--- config.mk ---
export PLATFORM = sky130hd
export DESIGN_NAME = csd_alu
export DESIGN_NICKNAME = d
export VERILOG_FILES = /design/src/csd_step.sv /design/src/csd_alu.sv
export SDC_FILE = /design/constraint.sdc
export NUM_CORES = 1
export LEC_CHECK = 0
export BUFFER_PORTS_ARGS = -buffer_cell sky130_fd_sc_hd__buf_2
export CAP_MARGIN = 20
export CORE_AREA = 8 8 114 116
export DETAILED_ROUTE_END_ITERATION = 8
export DIE_AREA = 0 0 122 124
export PLACE_DENSITY = 0.82
export SETUP_SLACK_MARGIN = 0.05
export SYNTH_ARGS = -nofsm -noshare
export SYNTH_HDL_FRONTEND = slang
export SYNTH_SLANG_ARGS = --single-unit
--- constraint.sdc ---
create_clock -name sys_clk -period 6.6 [get_ports sys_clk]
set_input_delay 0.66 -clock sys_clk [delete_from_list [all_inputs] [get_ports sys_clk]]
set_output_delay 0.66 -clock sys_clk [all_outputs]
set_load 0.01 [all_outputs]
--- src/csd_step.sv ---
// Purpose: shared constants of the divide-step datapath, and one conditional-subtract step
// Assumes: dividend and aligned divisor are both positive 32-bit integers
// Notes:   the step is purely combinational; the caller holds the state
`timescale 1ns/10ps
`default_nettype none

package csd_pkg;
   localparam int          CSD_DATA_W    = 32;           // operand and result width
   localparam int          CSD_CNT_W     = 32;           // repeat counter width
   localparam int          CSD_SIGN_BIT  = 31;           // sign position of a data word
   localparam logic [31:0] CSD_ZERO_WORD = 32'h0000_0000; // reset value of data registers
   localparam logic [31:0] CSD_ZERO_CNT  = 32'h0000_0000; // reset and end value of counter
   localparam logic [31:0] CSD_ONE_CNT   = 32'h0000_0001; // counter decrement
   localparam logic        CSD_Q_ONE     = 1'b1;         // quotient bit for a kept difference
   localparam logic        CSD_Q_ZERO    = 1'b0;         // quotient bit for a discarded one

   // operation selector driven by the instruction stream
   typedef enum logic [1:0] {
      CSD_OP_NONE,
      CSD_OP_BIT_TEST,
      CSD_OP_COND_SUB
   } csd_op_t;

   // sequencer states
   typedef enum logic {
      CSD_ST_IDLE,
      CSD_ST_RUN
   } csd_state_t;
endpackage : csd_pkg

// one conditional-subtract step: keep difference or original, shift in quotient bit
module csd_step
   import csd_pkg::*;
#(
   parameter int DATA_W = CSD_DATA_W
) (
   input  wire logic [DATA_W-1:0] dividend,
   input  wire logic [DATA_W-1:0] divisor,
   output logic      [DATA_W-1:0] next_dividend,
   output logic                   diff_kept
);
   wire logic [DATA_W-1:0] diff_w;   // trial difference
   wire logic              neg_w;    // trial difference is negative

   assign diff_w    = dividend - divisor;               // [RQ2]
   assign neg_w     = diff_w[DATA_W-1];
   assign diff_kept = ~neg_w;
   // kept: shifted difference with a one; discarded: shifted dividend with a zero
   assign next_dividend = neg_w ? {dividend[DATA_W-2:0], CSD_Q_ZERO}  // [RQ3]
                                : {diff_w[DATA_W-2:0], CSD_Q_ONE};    // [RQ2]
endmodule : csd_step

`default_nettype wire

--- src/csd_alu.sv ---
// Purpose: integer divide-step and bit-test datapath of the cpu
// Assumes: operations come from same-clock instruction logic, no synchronisers needed
// Notes:   a divide run takes repeat_counter+1 clocks after the request is taken
//
// Function
// RQ1: bit test ANDs operands, sets flags only
// RQ2: non-negative difference kept, shifted, lsb one
// RQ3: negative difference dropped, dividend shifted, lsb zero
// RQ4: operands are positive 32-bit words
// RQ5: after i-j+1 steps quotient low, remainder high
// RQ6: caller aligns divisor before the first step
// RQ7: caller supplies positive operands, handles signs
// RQ8: repeat counter N gives N+1 executions
`timescale 1ns/10ps
`default_nettype none

module csd_alu
   import csd_pkg::*;
#(
   parameter int DATA_W = CSD_DATA_W,   // datapath width
   parameter int CNT_W  = CSD_CNT_W     // repeat counter width
) (
   input  wire logic              sys_clk,
   input  wire logic              resetn,
   input  wire logic              op_valid,
   output logic                   op_ready,
   input  wire csd_op_t           op_code,
   input  wire logic [DATA_W-1:0] operand_a,
   input  wire logic [DATA_W-1:0] operand_b,
   input  wire logic [CNT_W-1:0]  repeat_counter,
   output logic                   busy,
   output logic                   done,
   output logic      [DATA_W-1:0] result,
   output logic                   flag_zero,
   output logic                   flag_neg
);

   // ------------------------------------------------------------------
   // state
   // ------------------------------------------------------------------
   csd_state_t        state_q;       // sequencer state
   csd_state_t        state_d;       // next sequencer state
   logic [DATA_W-1:0] acc_q;         // running dividend / final result
   logic [DATA_W-1:0] acc_d;         // next dividend
   logic [DATA_W-1:0] div_q;         // aligned divisor held for the run
   logic [DATA_W-1:0] div_d;         // next divisor
   logic [CNT_W-1:0]  cnt_q;         // remaining steps minus one
   logic [CNT_W-1:0]  cnt_d;         // next count
   logic              done_q;        // one-cycle completion pulse
   logic              done_d;        // next completion pulse
   logic              zf_q;          // zero flag
   logic              zf_d;          // next zero flag
   logic              nf_q;          // negative flag
   logic              nf_d;          // next negative flag

   // ------------------------------------------------------------------
   // decode
   // ------------------------------------------------------------------
   wire logic              take_w;      // request accepted this cycle
   wire logic              tst_w;       // accepted bit test
   wire logic              sub_w;       // accepted divide run
   wire logic              run_w;       // a step executes this cycle
   wire logic              last_w;      // this step is the final one
   wire logic [DATA_W-1:0] and_w;       // bit-test product
   wire logic [DATA_W-1:0] step_w;      // dividend after one step
   wire logic              kept_w;      // step kept its difference

   assign op_ready = (state_q == CSD_ST_IDLE);            // refused while a run is active
   assign take_w   = op_valid & op_ready;
   assign tst_w    = take_w & (op_code == CSD_OP_BIT_TEST);
   assign sub_w    = take_w & (op_code == CSD_OP_COND_SUB);
   assign run_w    = (state_q == CSD_ST_RUN);
   assign last_w   = run_w & (cnt_q == CSD_ZERO_CNT[CNT_W-1:0]);  // [RQ8]
   assign and_w    = operand_a & operand_b;                // [RQ1]

   // one step of the conditional subtract on the held operands
   csd_step #(
      .DATA_W        (DATA_W)
   ) u_step (
      .dividend      (acc_q),                               // [RQ4]
      .divisor       (div_q),                               // [RQ6]
      .next_dividend (step_w),
      .diff_kept     (kept_w)
   );

   // ------------------------------------------------------------------
   // next-state selection
   // ------------------------------------------------------------------
   // sequencer: idle until a divide request, then count down to zero
   always_comb begin
      state_d = state_q;
      case (state_q)
         CSD_ST_IDLE: begin
            if (sub_w) begin
               state_d = CSD_ST_RUN;
            end
         end
         CSD_ST_RUN: begin
            if (last_w) begin
               state_d = CSD_ST_IDLE;                      // [RQ8]
            end
         end
         default: begin
            state_d = CSD_ST_IDLE;
         end
      endcase
   end

   // dividend: loaded on a divide request, stepped each run cycle
   // a bit test never writes it
   assign acc_d = sub_w ? operand_a                         // [RQ4]
                : run_w ? step_w                            // [RQ2] [RQ3] [RQ5]
                : acc_q;                                    // [RQ1]

   // divisor is captured already aligned by the caller
   assign div_d = sub_w ? operand_b : div_q;                // [RQ6]

   // counter holds N at the first step, so N+1 steps run
   assign cnt_d = sub_w  ? repeat_counter                   // [RQ8]
                : (run_w & ~last_w) ? cnt_q - CSD_ONE_CNT[CNT_W-1:0]
                : cnt_q;

   // completion pulse follows the final step
   assign done_d = last_w;

   // flags follow the bit-test product only
   assign zf_d = tst_w ? (and_w == CSD_ZERO_WORD[DATA_W-1:0]) : zf_q;  // [RQ1]
   assign nf_d = tst_w ? and_w[DATA_W-1] : nf_q;                      // [RQ1]

   // ------------------------------------------------------------------
   // registers
   // ------------------------------------------------------------------
   // control state
   always_ff @(posedge sys_clk) begin
      if (!resetn) begin
         state_q <= CSD_ST_IDLE;
         cnt_q   <= CSD_ZERO_CNT[CNT_W-1:0];
         done_q  <= 1'b0;
      end else begin
         state_q <= state_d;
         cnt_q   <= cnt_d;
         done_q  <= done_d;
      end
   end

   // data path
   always_ff @(posedge sys_clk) begin
      if (!resetn) begin
         acc_q <= CSD_ZERO_WORD[DATA_W-1:0];
         div_q <= CSD_ZERO_WORD[DATA_W-1:0];
      end else begin
         acc_q <= acc_d;
         div_q <= div_d;
      end
   end

   // condition flags
   always_ff @(posedge sys_clk) begin
      if (!resetn) begin
         zf_q <= 1'b0;
         nf_q <= 1'b0;
      end else begin
         zf_q <= zf_d;
         nf_q <= nf_d;
      end
   end

   // outputs
   assign busy      = run_w;
   assign done      = done_q;
   assign result    = acc_q;
   assign flag_zero = zf_q;
   assign flag_neg  = nf_q;

   // ------------------------------------------------------------------
   // checks
   // ------------------------------------------------------------------
   logic [CNT_W:0]  steps_q;     // steps executed in the current run
   logic [CNT_W-1:0] n_q;        // repeat count of the current run

   // helper: count executed steps per run
   always_ff @(posedge sys_clk) begin
      if (!resetn) begin
         steps_q <= '0;
         n_q     <= '0;
      end else if (sub_w) begin
         steps_q <= '0;
         n_q     <= repeat_counter;
      end else if (run_w) begin
         steps_q <= steps_q + 1'b1;
      end
   end
endmodule : csd_alu

`default_nettype wire

* Yosys cells after proc, flatten, opt, wreduce, memory -nomap -nowiden
Index checks and enable logic that the tools add are counted.
** Word-level totals
- Memories kept :: 0
- Word-level logic and storage cells :: 31
- RAM bits :: 0
- Memory bits (read-only) :: 0
- Bits of input ports :: 101
- Register bits :: 100
- Latch bits :: 0
- Output and inout bits :: 37
** Cells by class
- Shift-type cells :: 0
- Divide/modulo/power cells :: 0
- Reduce and logical (&&, ||, !) cells :: 4
- Add/sub/neg operators :: 2
- Equality and inequality tests :: 2
- Bitwise gates (word level) :: 8
- Multipliers :: 0
- Muxes and demuxes :: 8
- Magnitude comparators :: 0
** Operators by type and width (count)
- $mux W32 :: 5
- $logic_not A32 Y1 :: 2
- $and A32 B32 Y32 :: 1
- $sub A32 B1 Y32 const B :: 1
- $sub A32 B32 Y32 :: 1
- $and A1 B1 Y1 :: 5
- $reduce_bool A2 Y1 :: 2
- $eq A2 B1 Y1 const B :: 1
- $eq A2 B2 Y1 const B :: 1
- $mux W1 :: 2
- $not A1 Y1 :: 2
- $pmux W1 S2 :: 1

* Depth between registers and ports, before layout
Gate-level depths: netlist of run 1.
- Depth after elaboration :: 6
- Mapped depth :: 14
- Mapped depth without buffers :: 14

* By module
Synthesis of run 1 repeated with hierarchy kept, for this count alone.
** Second synthesis, totals
- Cells, all modules :: 904
- Area total of the unflattened synthesis :: 6731.5 um^2
** Modules (own cells, without submodules)
- csd_alu :: instances 1, cells each 563, area each 4538.1 um^2
- csd_step :: instances 1, cells each 341, area each 2193.4 um^2

* Least setup slack after synthesis of run 1
Ideal clock, no wire load.
- Path kind :: register to register
- From :: reg acc_q[9] (netlist: result[9])
- To :: reg acc_q[1] (netlist: result[1])
- Stages on the path, launching flop included :: 13
- Required time :: 6525 ps
- Path slack :: 3713 ps
- Library setup time :: 75 ps
- Data arrival time :: 2812 ps
- Buffers on the path :: 1
- Cells stage by stage :: dfxtp_1 > ha_1 > a21oi_1 > nand2_1 > a221o_1 > o21ai_1 > nand2_1 > a21oi_1 > a21oi_1 > xnor2_1 > buf_2 > mux2_2 > o22ai_1
** On the way
- Cells in the longest elaborated chain, start to end :: 4
** RTL lines
- from (decl) :: RTL line csd_alu.sv:43 : logic [DATA_W-1:0] acc_q;
- from (signal assigned) :: RTL line csd_alu.sv:149 : acc_q <= CSD_ZERO_WORD[DATA_W-1:0];
- $sub A32 B32 Y32 :: RTL line csd_step.sv:45 : assign diff_w = dividend - divisor;
- $mux W32 :: RTL line csd_step.sv:49 : assign next_dividend = neg_w ? {dividend[DATA_W-2:0], CSD_Q_ZERO}
- $mux W32 :: RTL line csd_alu.sv:112 : : run_w ? step_w
- $mux W32 :: RTL line csd_alu.sv:111 : assign acc_d = sub_w ? operand_a
Every way passes these cells. The select of a mux whose other input is x is not followed.
A chain may end at the register's enable or synchronous reset.

* Worst setup path after layout of run 1
Ends and elaborated chain as after synthesis.

==> flow_metrics.tcl, run 1 <==
set metrics [dict create \
    vias 6335 \
    ir_worst_vdd_uv 227 \
    skew_ns 0.00923 \
    worst_slew_pin_slew_ns 1.06 \
    die_h_microns 124 \
    synth_most_common_cell "nand2_1" \
    netlist.area_leader.share_pct 32.2 \
    synthToLayoutAreaGrowth_pct 16.6 \
    cts_root_buffer "clkbuf_16" \
    synth_flop_cell "dfxtp_1" \
    fin_cells 1046 \
    drtIter0Drc 598 \
    cp_max_fo 20 \
    dp_hpwl_mm 14.4 \
    power.density_mw_per_mm2 339 \
    grtUsageTotal_pct 26.0 \
    fin_setup_tns_ns 0 \
    core_region_area_sq_mm 0.0112 \
    synthSimpleGateAreaFrac_pct 17.1 \
    antenna_left 0 \
    r2r_start "result[9]$_SDFFE_PN0P_" \
    required_ns 6.86 \
    ys_types 60 \
    crit_path_end_kind "register" \
    ys_seq_area_share_pct 32.2 \
    synth_top_cells_by_area "dfxtp_1, a21oi_1, ha_1, nand2_1, xnor2_1" \
    dp_cells 1030 \
    crit_start "result[9]$_SDFFE_PN0P_" \
    synth.mux.area_fraction_pct 3.90 \
    final_util_pct 65.0 \
    hold_viol_final 0 \
    initial_utilization_pct 55.7 \
    layout-drive-gt1-share_pct 19.7 \
    synth_nets 922 \
    outcome "completed" \
    hp-class "register to register" \
    cts_buffer_depth 2 \
    drc_errors 0 \
    clock_sinks 100 \
    synth-edff-count 0 \
    preCtsSetupSlack_ns 2.93 \
    htreeDepth 3 \
    synthCells 787 \
    clkTransAtPathRegs_ns 0.08 \
    synthArstFlopShare_pct 0 \
    wl_per_cell_microns 18.9 \
    worst_slack_ns 2.87 \
    drv_slew 0 \
    gp_congestion 0.954 \
    numPortBuffers 137 \
    maxCapViolations 0 \
    crit_type "register to register" \
    finalSetupViolCount 0 \
    hold_buffers 0 \
    synth.top_cells.by_count "nand2_1, dfxtp_1, a21oi_1, o21ai_0, inv_1" \
    ys_seq_elements 100 \
    grt_first_pass_wirelength_mm 31.4 \
    syn_area_per_cell_sq_um 7.91 \
    synthXorXnorAreaFrac_pct 8.44 \
    num_rows 39 \
    gr-total-overflow 0 \
    grt_max_degree 70 \
    holdWs_ns 0.456 \
    totalWireLength_mm 19.7 \
    insertion_delay_ns 0.36 \
    ios 138 \
    yosysWarnings 0 \
    grt_antenna_before_repair 0 \
    antenna-diode-count 0 \
    cts_made_buffers 9 \
    arrival_ns 3.99 \
    firstDrtPassIters 5 \
    period_needed_ns 3.73 \
    cts_tree "built" \
    min_period_over_period_pct 56.5 \
    die_w_microns 122 \
    grt_pass1_vias 6176 \
    die_area_sq_mm 0.0151 \
    synth_compound_area_share_pct 26.2 \
    cts_setup_buffers 0 \
    synth_area_sq_mm 0.00623 \
    p_leak_nw 3.05 \
    synth_top_family_by_area "compound AO/OA/AOI/OAI gates" \
    relSlewSlack_pct 29.2 \
    viasPerCell 6.06 \
    synth_top_area_cell "dfxtp_1" \
    max_freq_ghz 0.268 \
    hold_start "div_q[30]$_SDFFE_PN0P_" \
    rsz0062_at_grt "false" \
    yosys.area_share.adder_pct 6.95 \
    post_cts_resized 0 \
    fin_nets 1033 \
    start_kind "register" \
]
==> per-layer routing <==
layer,track usage (%),routed length (microns)
met5,0,0
met1,32.6,8430
met4,6.86,399
met2,43.6,9230
met3,6.57,1680
==> sequential cells by signal, indices dropped and copies added, names as in the netlist <==
name,flops
flag_zero,1
result,32
busy,1
cnt_q,32
flag_neg,1
done,1
div_q,32
==> layout make-up <==
type,instances,area (sq um)
inverter,42,158
sequential,100,2000
fill,1006,3910
multi-input combinational,602,3910
clock inverter,7,57.6
clock buffer,9,225
timing repair buffer,143,731
tap,143,179
==> cells by family (layout without fill, tap and decap cells) <==
group	Yosys count	count (layout)
mux	24	24
flops	100	100
xor+xnor	60	60
buf+inv	85	201
compound gates	262	262
fa+ha+maj	34	34
simple gates	222	222
==> worst paths after layout <==
check	end	slack, ns	depth (start not counted)
min	div_q[30]$_SDFFE_PN0P_	0.46	2
min reg2reg	div_q[30]$_SDFFE_PN0P_	0.46	2
max	result[1]$_SDFFE_PN0P_	2.87	12
max reg2reg	result[1]$_SDFFE_PN0P_	2.87	12
==> placed cells by master (no fill, tap or decap), types with 22 or more instances in the layout <==
| master | netlist | final |
|---|---|---|
| xnor2_1 | 37 | 36 |
| dfxtp_1 | 100 | 100 |
| o21ai_0 | 46 | 46 |
| o22ai_1 | 22 | 22 |
| buf_2 | 3 | 137 |
| inv_1 | 41 | 41 |
| mux2i_1 | 22 | 22 |
| ha_1 | 33 | 33 |
| nor2_1 | 35 | 34 |
| nand2_1 | 102 | 102 |
| a21oi_1 | 92 | 92 |
| nand3_1 | 25 | 25 |
| a22oi_1 | 32 | 32 |
| xor2_1 | 23 | 23 |
==> power breakdown <==
| part | total (mW) | internal, mW | switching [mW] |
|---|---|---|---|
| clock | 0.514 | 0.261 | 0.254 |
| sequential | 0.705 | 0.653 | 0.0525 |
| combinational | 1.24 | 0.539 | 0.702 |
| total | 2.46 | 1.45 | 1.01 |
==> stage by stage <==
step	power, mW	instance area [sq um]
final	2.46	7260
after floorplan	1.64	6230
after global placement	1.92	6980
after global routing	2.60	7260
after CTS	2.44	7260
after detailed placement	1.92	6980
==> worst max-delay path: stages, from the launching register on <==
cell and delay (ns):
dfxtp_1 0.34, ha_1 0.38, a21oi_1 0.20, nand2_1 0.08
a221o_1 0.37, o21ai_1 0.20, nand2_1 0.12, a21oi_1 0.22
a21oi_1 0.17, xnor2_2 0.57, buf_4 0.47, mux2_2 0.38
o22ai_1 0.11
(Power assumes the default switching activity.)
==> run 2, diff against run 1 <==
- CORE_AREA: 8 8 114 116 -> 8 8 121 123
- DIE_AREA: 0 0 122 124 -> 0 0 129 131
- PLACE_DENSITY: 0.82 -> 0.76
- clock period: 6.6 -> 3.25 ns (I/O delays scaled with it)
==> flow_metrics.tcl, run 2 (synthesis results as in run 1) <==
set metrics [dict create \
    outcome "completed" \
    fin_area_sq_mm 0.00747 \
    drc_errors 0 \
    die_h_microns 131 \
    die_area_sq_mm 0.0169 \
    ir_worst_vdd_uv 513 \
    cp_max_fo 11 \
    p_leak_nw 3.15 \
    antenna_left 0 \
    reg2regPathDepth 12 \
    grt_first_pass_wirelength_mm 31.6 \
    core_region_area_sq_mm 0.0129 \
    fin_setup_tns_ns 0 \
    layout-drive-gt1-share_pct 21.5 \
    dp_hpwl_mm 15.0 \
    gp_congestion 0.926 \
    grtUsageTotal_pct 23.5 \
    rsz0062_at_grt "true" \
    hold_viol_final 0 \
    fin_cells 1095 \
    numPortBuffers 137 \
    crit_type "register to register" \
    r2r_end "result[1]$_SDFFE_PN0P_" \
    grt_max_degree 69 \
    initial_utilization_pct 48.4 \
    ios 138 \
    hp-class "input pin to register" \
    htreeDepth 3 \
    final_common_cell "buf_2" \
    max_freq_ghz 0.333 \
    wl_per_cell_microns 18.1 \
    cts_made_buffers 9 \
    grt_antenna_before_repair 0 \
    synthToLayoutAreaGrowth_pct 20.0 \
    power.density_mw_per_mm2 708 \
    gr-total-overflow 0 \
    cts_tree "built" \
    holdPathStages 3 \
    cts_buffer_depth 2 \
    start_kind "register" \
    holdWs_ns 0.214 \
    vias 6325 \
    min_period_over_period_pct 92.5 \
    worst_slew_pin_slew_ns 0.920 \
    dpl_cell_area_sq_mm 0.00713 \
    skew_ns 0.00926 \
    mostFrequentLayoutCells "buf_2, nand2_1, dfxtp_1" \
    firstDrtPassIters 5 \
    die_w_microns 129 \
    period_needed_ns 3.01 \
    crit_path_end_kind "register" \
    viasPerCell 5.78 \
    arrival_ns 3.27 \
    hold_start "operand_b[9]" \
    clkTransAtPathRegs_ns 0.07 \
    relSlewSlack_pct 38.5 \
    finalSetupViolCount 0 \
    r2r_start "result[9]$_SDFFE_PN0P_" \
    dp_cells 1076 \
    whs_endpoint "div_q[9]$_SDFFE_PN0P_" \
    clock_sinks 100 \
    insertion_delay_ns 0.36 \
    totalWireLength_mm 19.8 \
    r2r_slack_ns 0.24 \
    drtIter0Drc 401 \
    maxCapViolations 0 \
    drv_slew 0 \
    num-fill-cells 1235 \
    grt_pass1_vias 6225 \
    required_ns 3.51 \
    cts_root_buffer "clkbuf_16" \
    fin_nets 1048 \
    num_rows 42 \
]
-- run 2: cell types whose count changed in the layout (fill, tap and decap cells not counted), moves of 2 or more --
| cell | delta |
|---|---|
| a21oi_1 | -2 |
| a21oi_2 | +2 |
| buf_12 | +2 |
| buf_4 | +12 |
| clkinv_4 | +3 |
| clkinvlp_4 | -3 |
| inv_6 | -2 |
-- run 2: worst max-delay path by stage --
stage                                      start                       to  slack, ns
after floorplan           result[9]$_SDFFE_PN0P_   result[1]$_SDFFE_PN0P_       0.36
after global placement     div_q[9]$_SDFFE_PN0P_   result[9]$_SDFFE_PN0P_       0.20
after detailed placement   div_q[9]$_SDFFE_PN0P_   result[9]$_SDFFE_PN0P_       0.02
after CTS                  div_q[9]$_SDFFE_PN0P_   result[9]$_SDFFE_PN0P_       0.04
after global routing      result[9]$_SDFFE_PN0P_  result[13]$_SDFFE_PN0P_       0.02
final                     result[9]$_SDFFE_PN0P_   result[1]$_SDFFE_PN0P_       0.24
-- run 2: worst max-delay path, stage by stage (launching register included) --
cell	delay [ns]
dfxtp_1	0.38
ha_2	0.34
a21oi_2	0.17
nand2_1	0.07
a221o_1	0.36
o21ai_1	0.19
nand2_1	0.12
a21oi_2	0.19
a21oi_1	0.15
xnor2_2	0.28
buf_12	0.19
mux2_2	0.34
o22ai_1	0.11
-- run 2: area by class of cell --
type	instances	area, sq um	area share [%]
Tap cell	176	220	2.95
Timing Repair Buffer	158	876	11.7
Clock buffer	10	239	3.20
Multi-Input combinational cell	602	3930	52.5
Clock inverter	6	48.8	0.653
Sequential cell	100	2000	26.8
Inverter	42	158	2.11
Antenna cell	1	2.50	0.0335
-- run 2: routing by layer --
| metal | vias up | track usage (%) | share of wire [%] | wire length (microns) |
|---|---|---|---|---|
| li1 | 3095 | - | - | - |
| met1 | 2941 | 28.6 | 42 | 8370 |
| met2 | 256 | 40.6 | 48 | 9440 |
| met3 | 33 | 4.55 | 7.8 | 1550 |
| met4 | 0 | 8.43 | 2.2 | 444 |
| met5 | - | 0 | 0 | 0 |
-- run 2: per-stage QoR --
step           util, %  power, mW  setup WS (ns)
6_report          58.0       5.29          0.245
5_1_grt           58.0       5.62         0.0182
4_1_cts           57.6       5.15         0.0412
3_5_place_dp      55.4       4.06         0.0162
3_3_place_gp      55.4       4.04          0.203
2_1_floorplan        -       3.32          0.363
-- run 2: power breakdown --
part / switching (mW) / internal [mW]
sequential: 0.102 / 1.33
clock: 0.506 / 0.548
combinational: 1.48 / 1.33
-- run 2: timing repair --
action	4_1_cts	5_1_grt
gates resized for setup	1	5
hold buffers	0	0
setup buffers	0	2
endpoints found under the setup margin	13	32
endpoints found under the hold margin	0	0
pin swaps	0	2
==> run 3, diff against run 2 <==
- CORE_AREA: 8 8 121 123 -> 8 8 143 105
- DIE_AREA: 0 0 129 131 -> 0 0 151 113
- REMOVE_ABC_BUFFERS: default -> 1
==> flow_metrics.tcl, run 3 (synthesis results as in run 1) <==
set metrics [dict create \
    layout-drive-gt1-share_pct 21.6 \
    worst_slew_pin_slew_ns 1.04 \
    arrival_ns 3.21 \
    swShare_pct 40.3 \
    crit_path_end_kind "register" \
    totalWireLength_mm 20.0 \
    switchingPower_mw 2.17 \
    p_seq_share_pct 26.7 \
    grt_first_pass_wirelength_mm 30.9 \
    fin_setup_tns_ns 0 \
    hold_viol_final 0 \
    hp-class "input pin to register" \
    cts_root_buffer "clkbuf_16" \
    multiInputGateArea_sq_mm 0.00393 \
    gr-total-overflow 0 \
    insertion_delay_ns 0.35 \
    power.density_mw_per_mm2 721 \
    grt_antenna_before_repair 0 \
    fin_nets 1047 \
    finalSetupViolCount 0 \
    htreeDepth 3 \
    wl_per_cell_microns 18.5 \
    worst_slack_ns 0.220 \
    viasPerCell 5.79 \
    skew_ns 0.00867 \
    drv_slew 0 \
    grtUsageTotal_pct 22.7 \
    relSlewSlack_pct 30.4 \
    maxCapViolations 0 \
    cts_made_buffers 9 \
    ios 138 \
    outcome "completed" \
    preCtsSetupSlack_ns 0.119 \
    grt_max_degree 70 \
    holdWs_ns 0.219 \
    required_ns 3.43 \
    crit_type "register to register" \
    mostFrequentLayoutCells "buf_2, nand2_1, dfxtp_1" \
    final-seq-area_sq_mm 0.00200 \
    min_period_over_period_pct 93.2 \
    dpl_cell_area_sq_mm 0.00711 \
    die_w_microns 151 \
    rsz0062_at_grt "false" \
    gp_congestion 0.948 \
    drtIter0Drc 501 \
    cp_max_fo 9 \
    clkTransAtPathRegs_ns 0.07 \
    numPortBuffers 137 \
    drc_errors 0 \
    dp_hpwl_mm 15.1 \
    grt_pass1_vias 5745 \
    ir_worst_vdd_uv 545 \
    firstDrtPassIters 5 \
    p_int_mw 3.21 \
    die_area_sq_mm 0.0171 \
    core_region_area_sq_mm 0.0128 \
    initial_utilization_pct 48.7 \
    fin_area_sq_mm 0.00745 \
    synthToLayoutAreaGrowth_pct 19.7 \
    num-fill-cells 1232 \
    start_kind "register" \
    clock_sinks 100 \
    pwr-share-comb_pct 54.5 \
    max_freq_ghz 0.330 \
    final_common_cell "buf_2" \
    antenna_left 0 \
    clockPowerShare_pct 18.9 \
    cts_tree "built" \
    period_needed_ns 3.03 \
    p_leak_nw 3.14 \
    cts_buffer_depth 2 \
    antenna-diode-count 0 \
    die_h_microns 113 \
    num_rows 35 \
    vias 6271 \
]
## run 3: cell count changes in the layout (fill, tap and decap cells not counted), sizes merged
cell	change
buf	-2
clkinv	-1
clkinvlp	+1
diode	-1
inv	+1
## run 3: cell type report
cell class / instances / area share, %
Multi-Input combinational cell: 602 / 52.7
Sequential cell: 100 / 26.9
Timing Repair Buffer: 157 / 11.8
Clock buffer: 9 / 3.02
Tap cell: 166 / 2.79
Inverter: 42 / 2.12
Clock inverter: 7 / 0.688
## run 3: power groups by stage
stage               clock (mW)  sequential [mW]  combinational, mW
floorplan                    0             1.46               1.88
global placement             0             1.45               2.63
detailed placement           0             1.46               2.65
CTS                       1.04             1.43               2.66
global route              1.09             1.44               3.15
finish                    1.01             1.43               2.93
## run 3: path summary, 6_finish.rpt
kind | endpoint | slack, ns | startpoint | cells after the start
setup reg to reg | result[18]$_SDFFE_PN0P_ | 0.22 | div_q[23]$_SDFFE_PN0P_ | 14
hold reg to reg | div_q[2]$_SDFFE_PN0P_ | 0.46 | div_q[2]$_SDFFE_PN0P_ | 2
hold / removal | div_q[11]$_SDFFE_PN0P_ | 0.22 | operand_b[11] | 3
setup / recovery | result[18]$_SDFFE_PN0P_ | 0.22 | div_q[23]$_SDFFE_PN0P_ | 14
## run 3: repair_timing
| action | CTS | global route |
|---|---|---|
| hold buffers | 0 | 0 |
| setup buffers | 0 | 2 |
| endpoints found under the hold margin | 0 | 0 |
| resized for setup | 0 | 8 |
| setup endpoints to repair | 0 | 32 |
## run 3: worst max-delay path, stage by stage (launching register included)
cell and delay [ns]:
dfxtp_1 0.35, inv_1 0.05, ha_1 0.34, and4_1 0.23
and3_1 0.21, nand3_1 0.15, a21oi_1 0.06, a211o_1 0.29
a21oi_2 0.18, a21oi_2 0.11, xnor2_2 0.19, buf_4 0.16
buf_12 0.14, mux2i_1 0.27, o22ai_1 0.13
## run 3: per-layer routing
metal / track usage [%] / part of all wire, %
met5: 0 / 0
met4: 5.00 / 1.0
met3: 5.74 / 9.3
met2: 31.1 / 41
met1: 34.3 / 49
## run 3: through the flow
step,power (mW),cells,utilization [%]
floorplan,3.34,744,-
global placement,4.09,1064,55.6
detailed placement,4.10,1064,55.6
CTS,5.13,1080,57.8
global route,5.68,1083,58.3
finish,5.37,1083,58.3
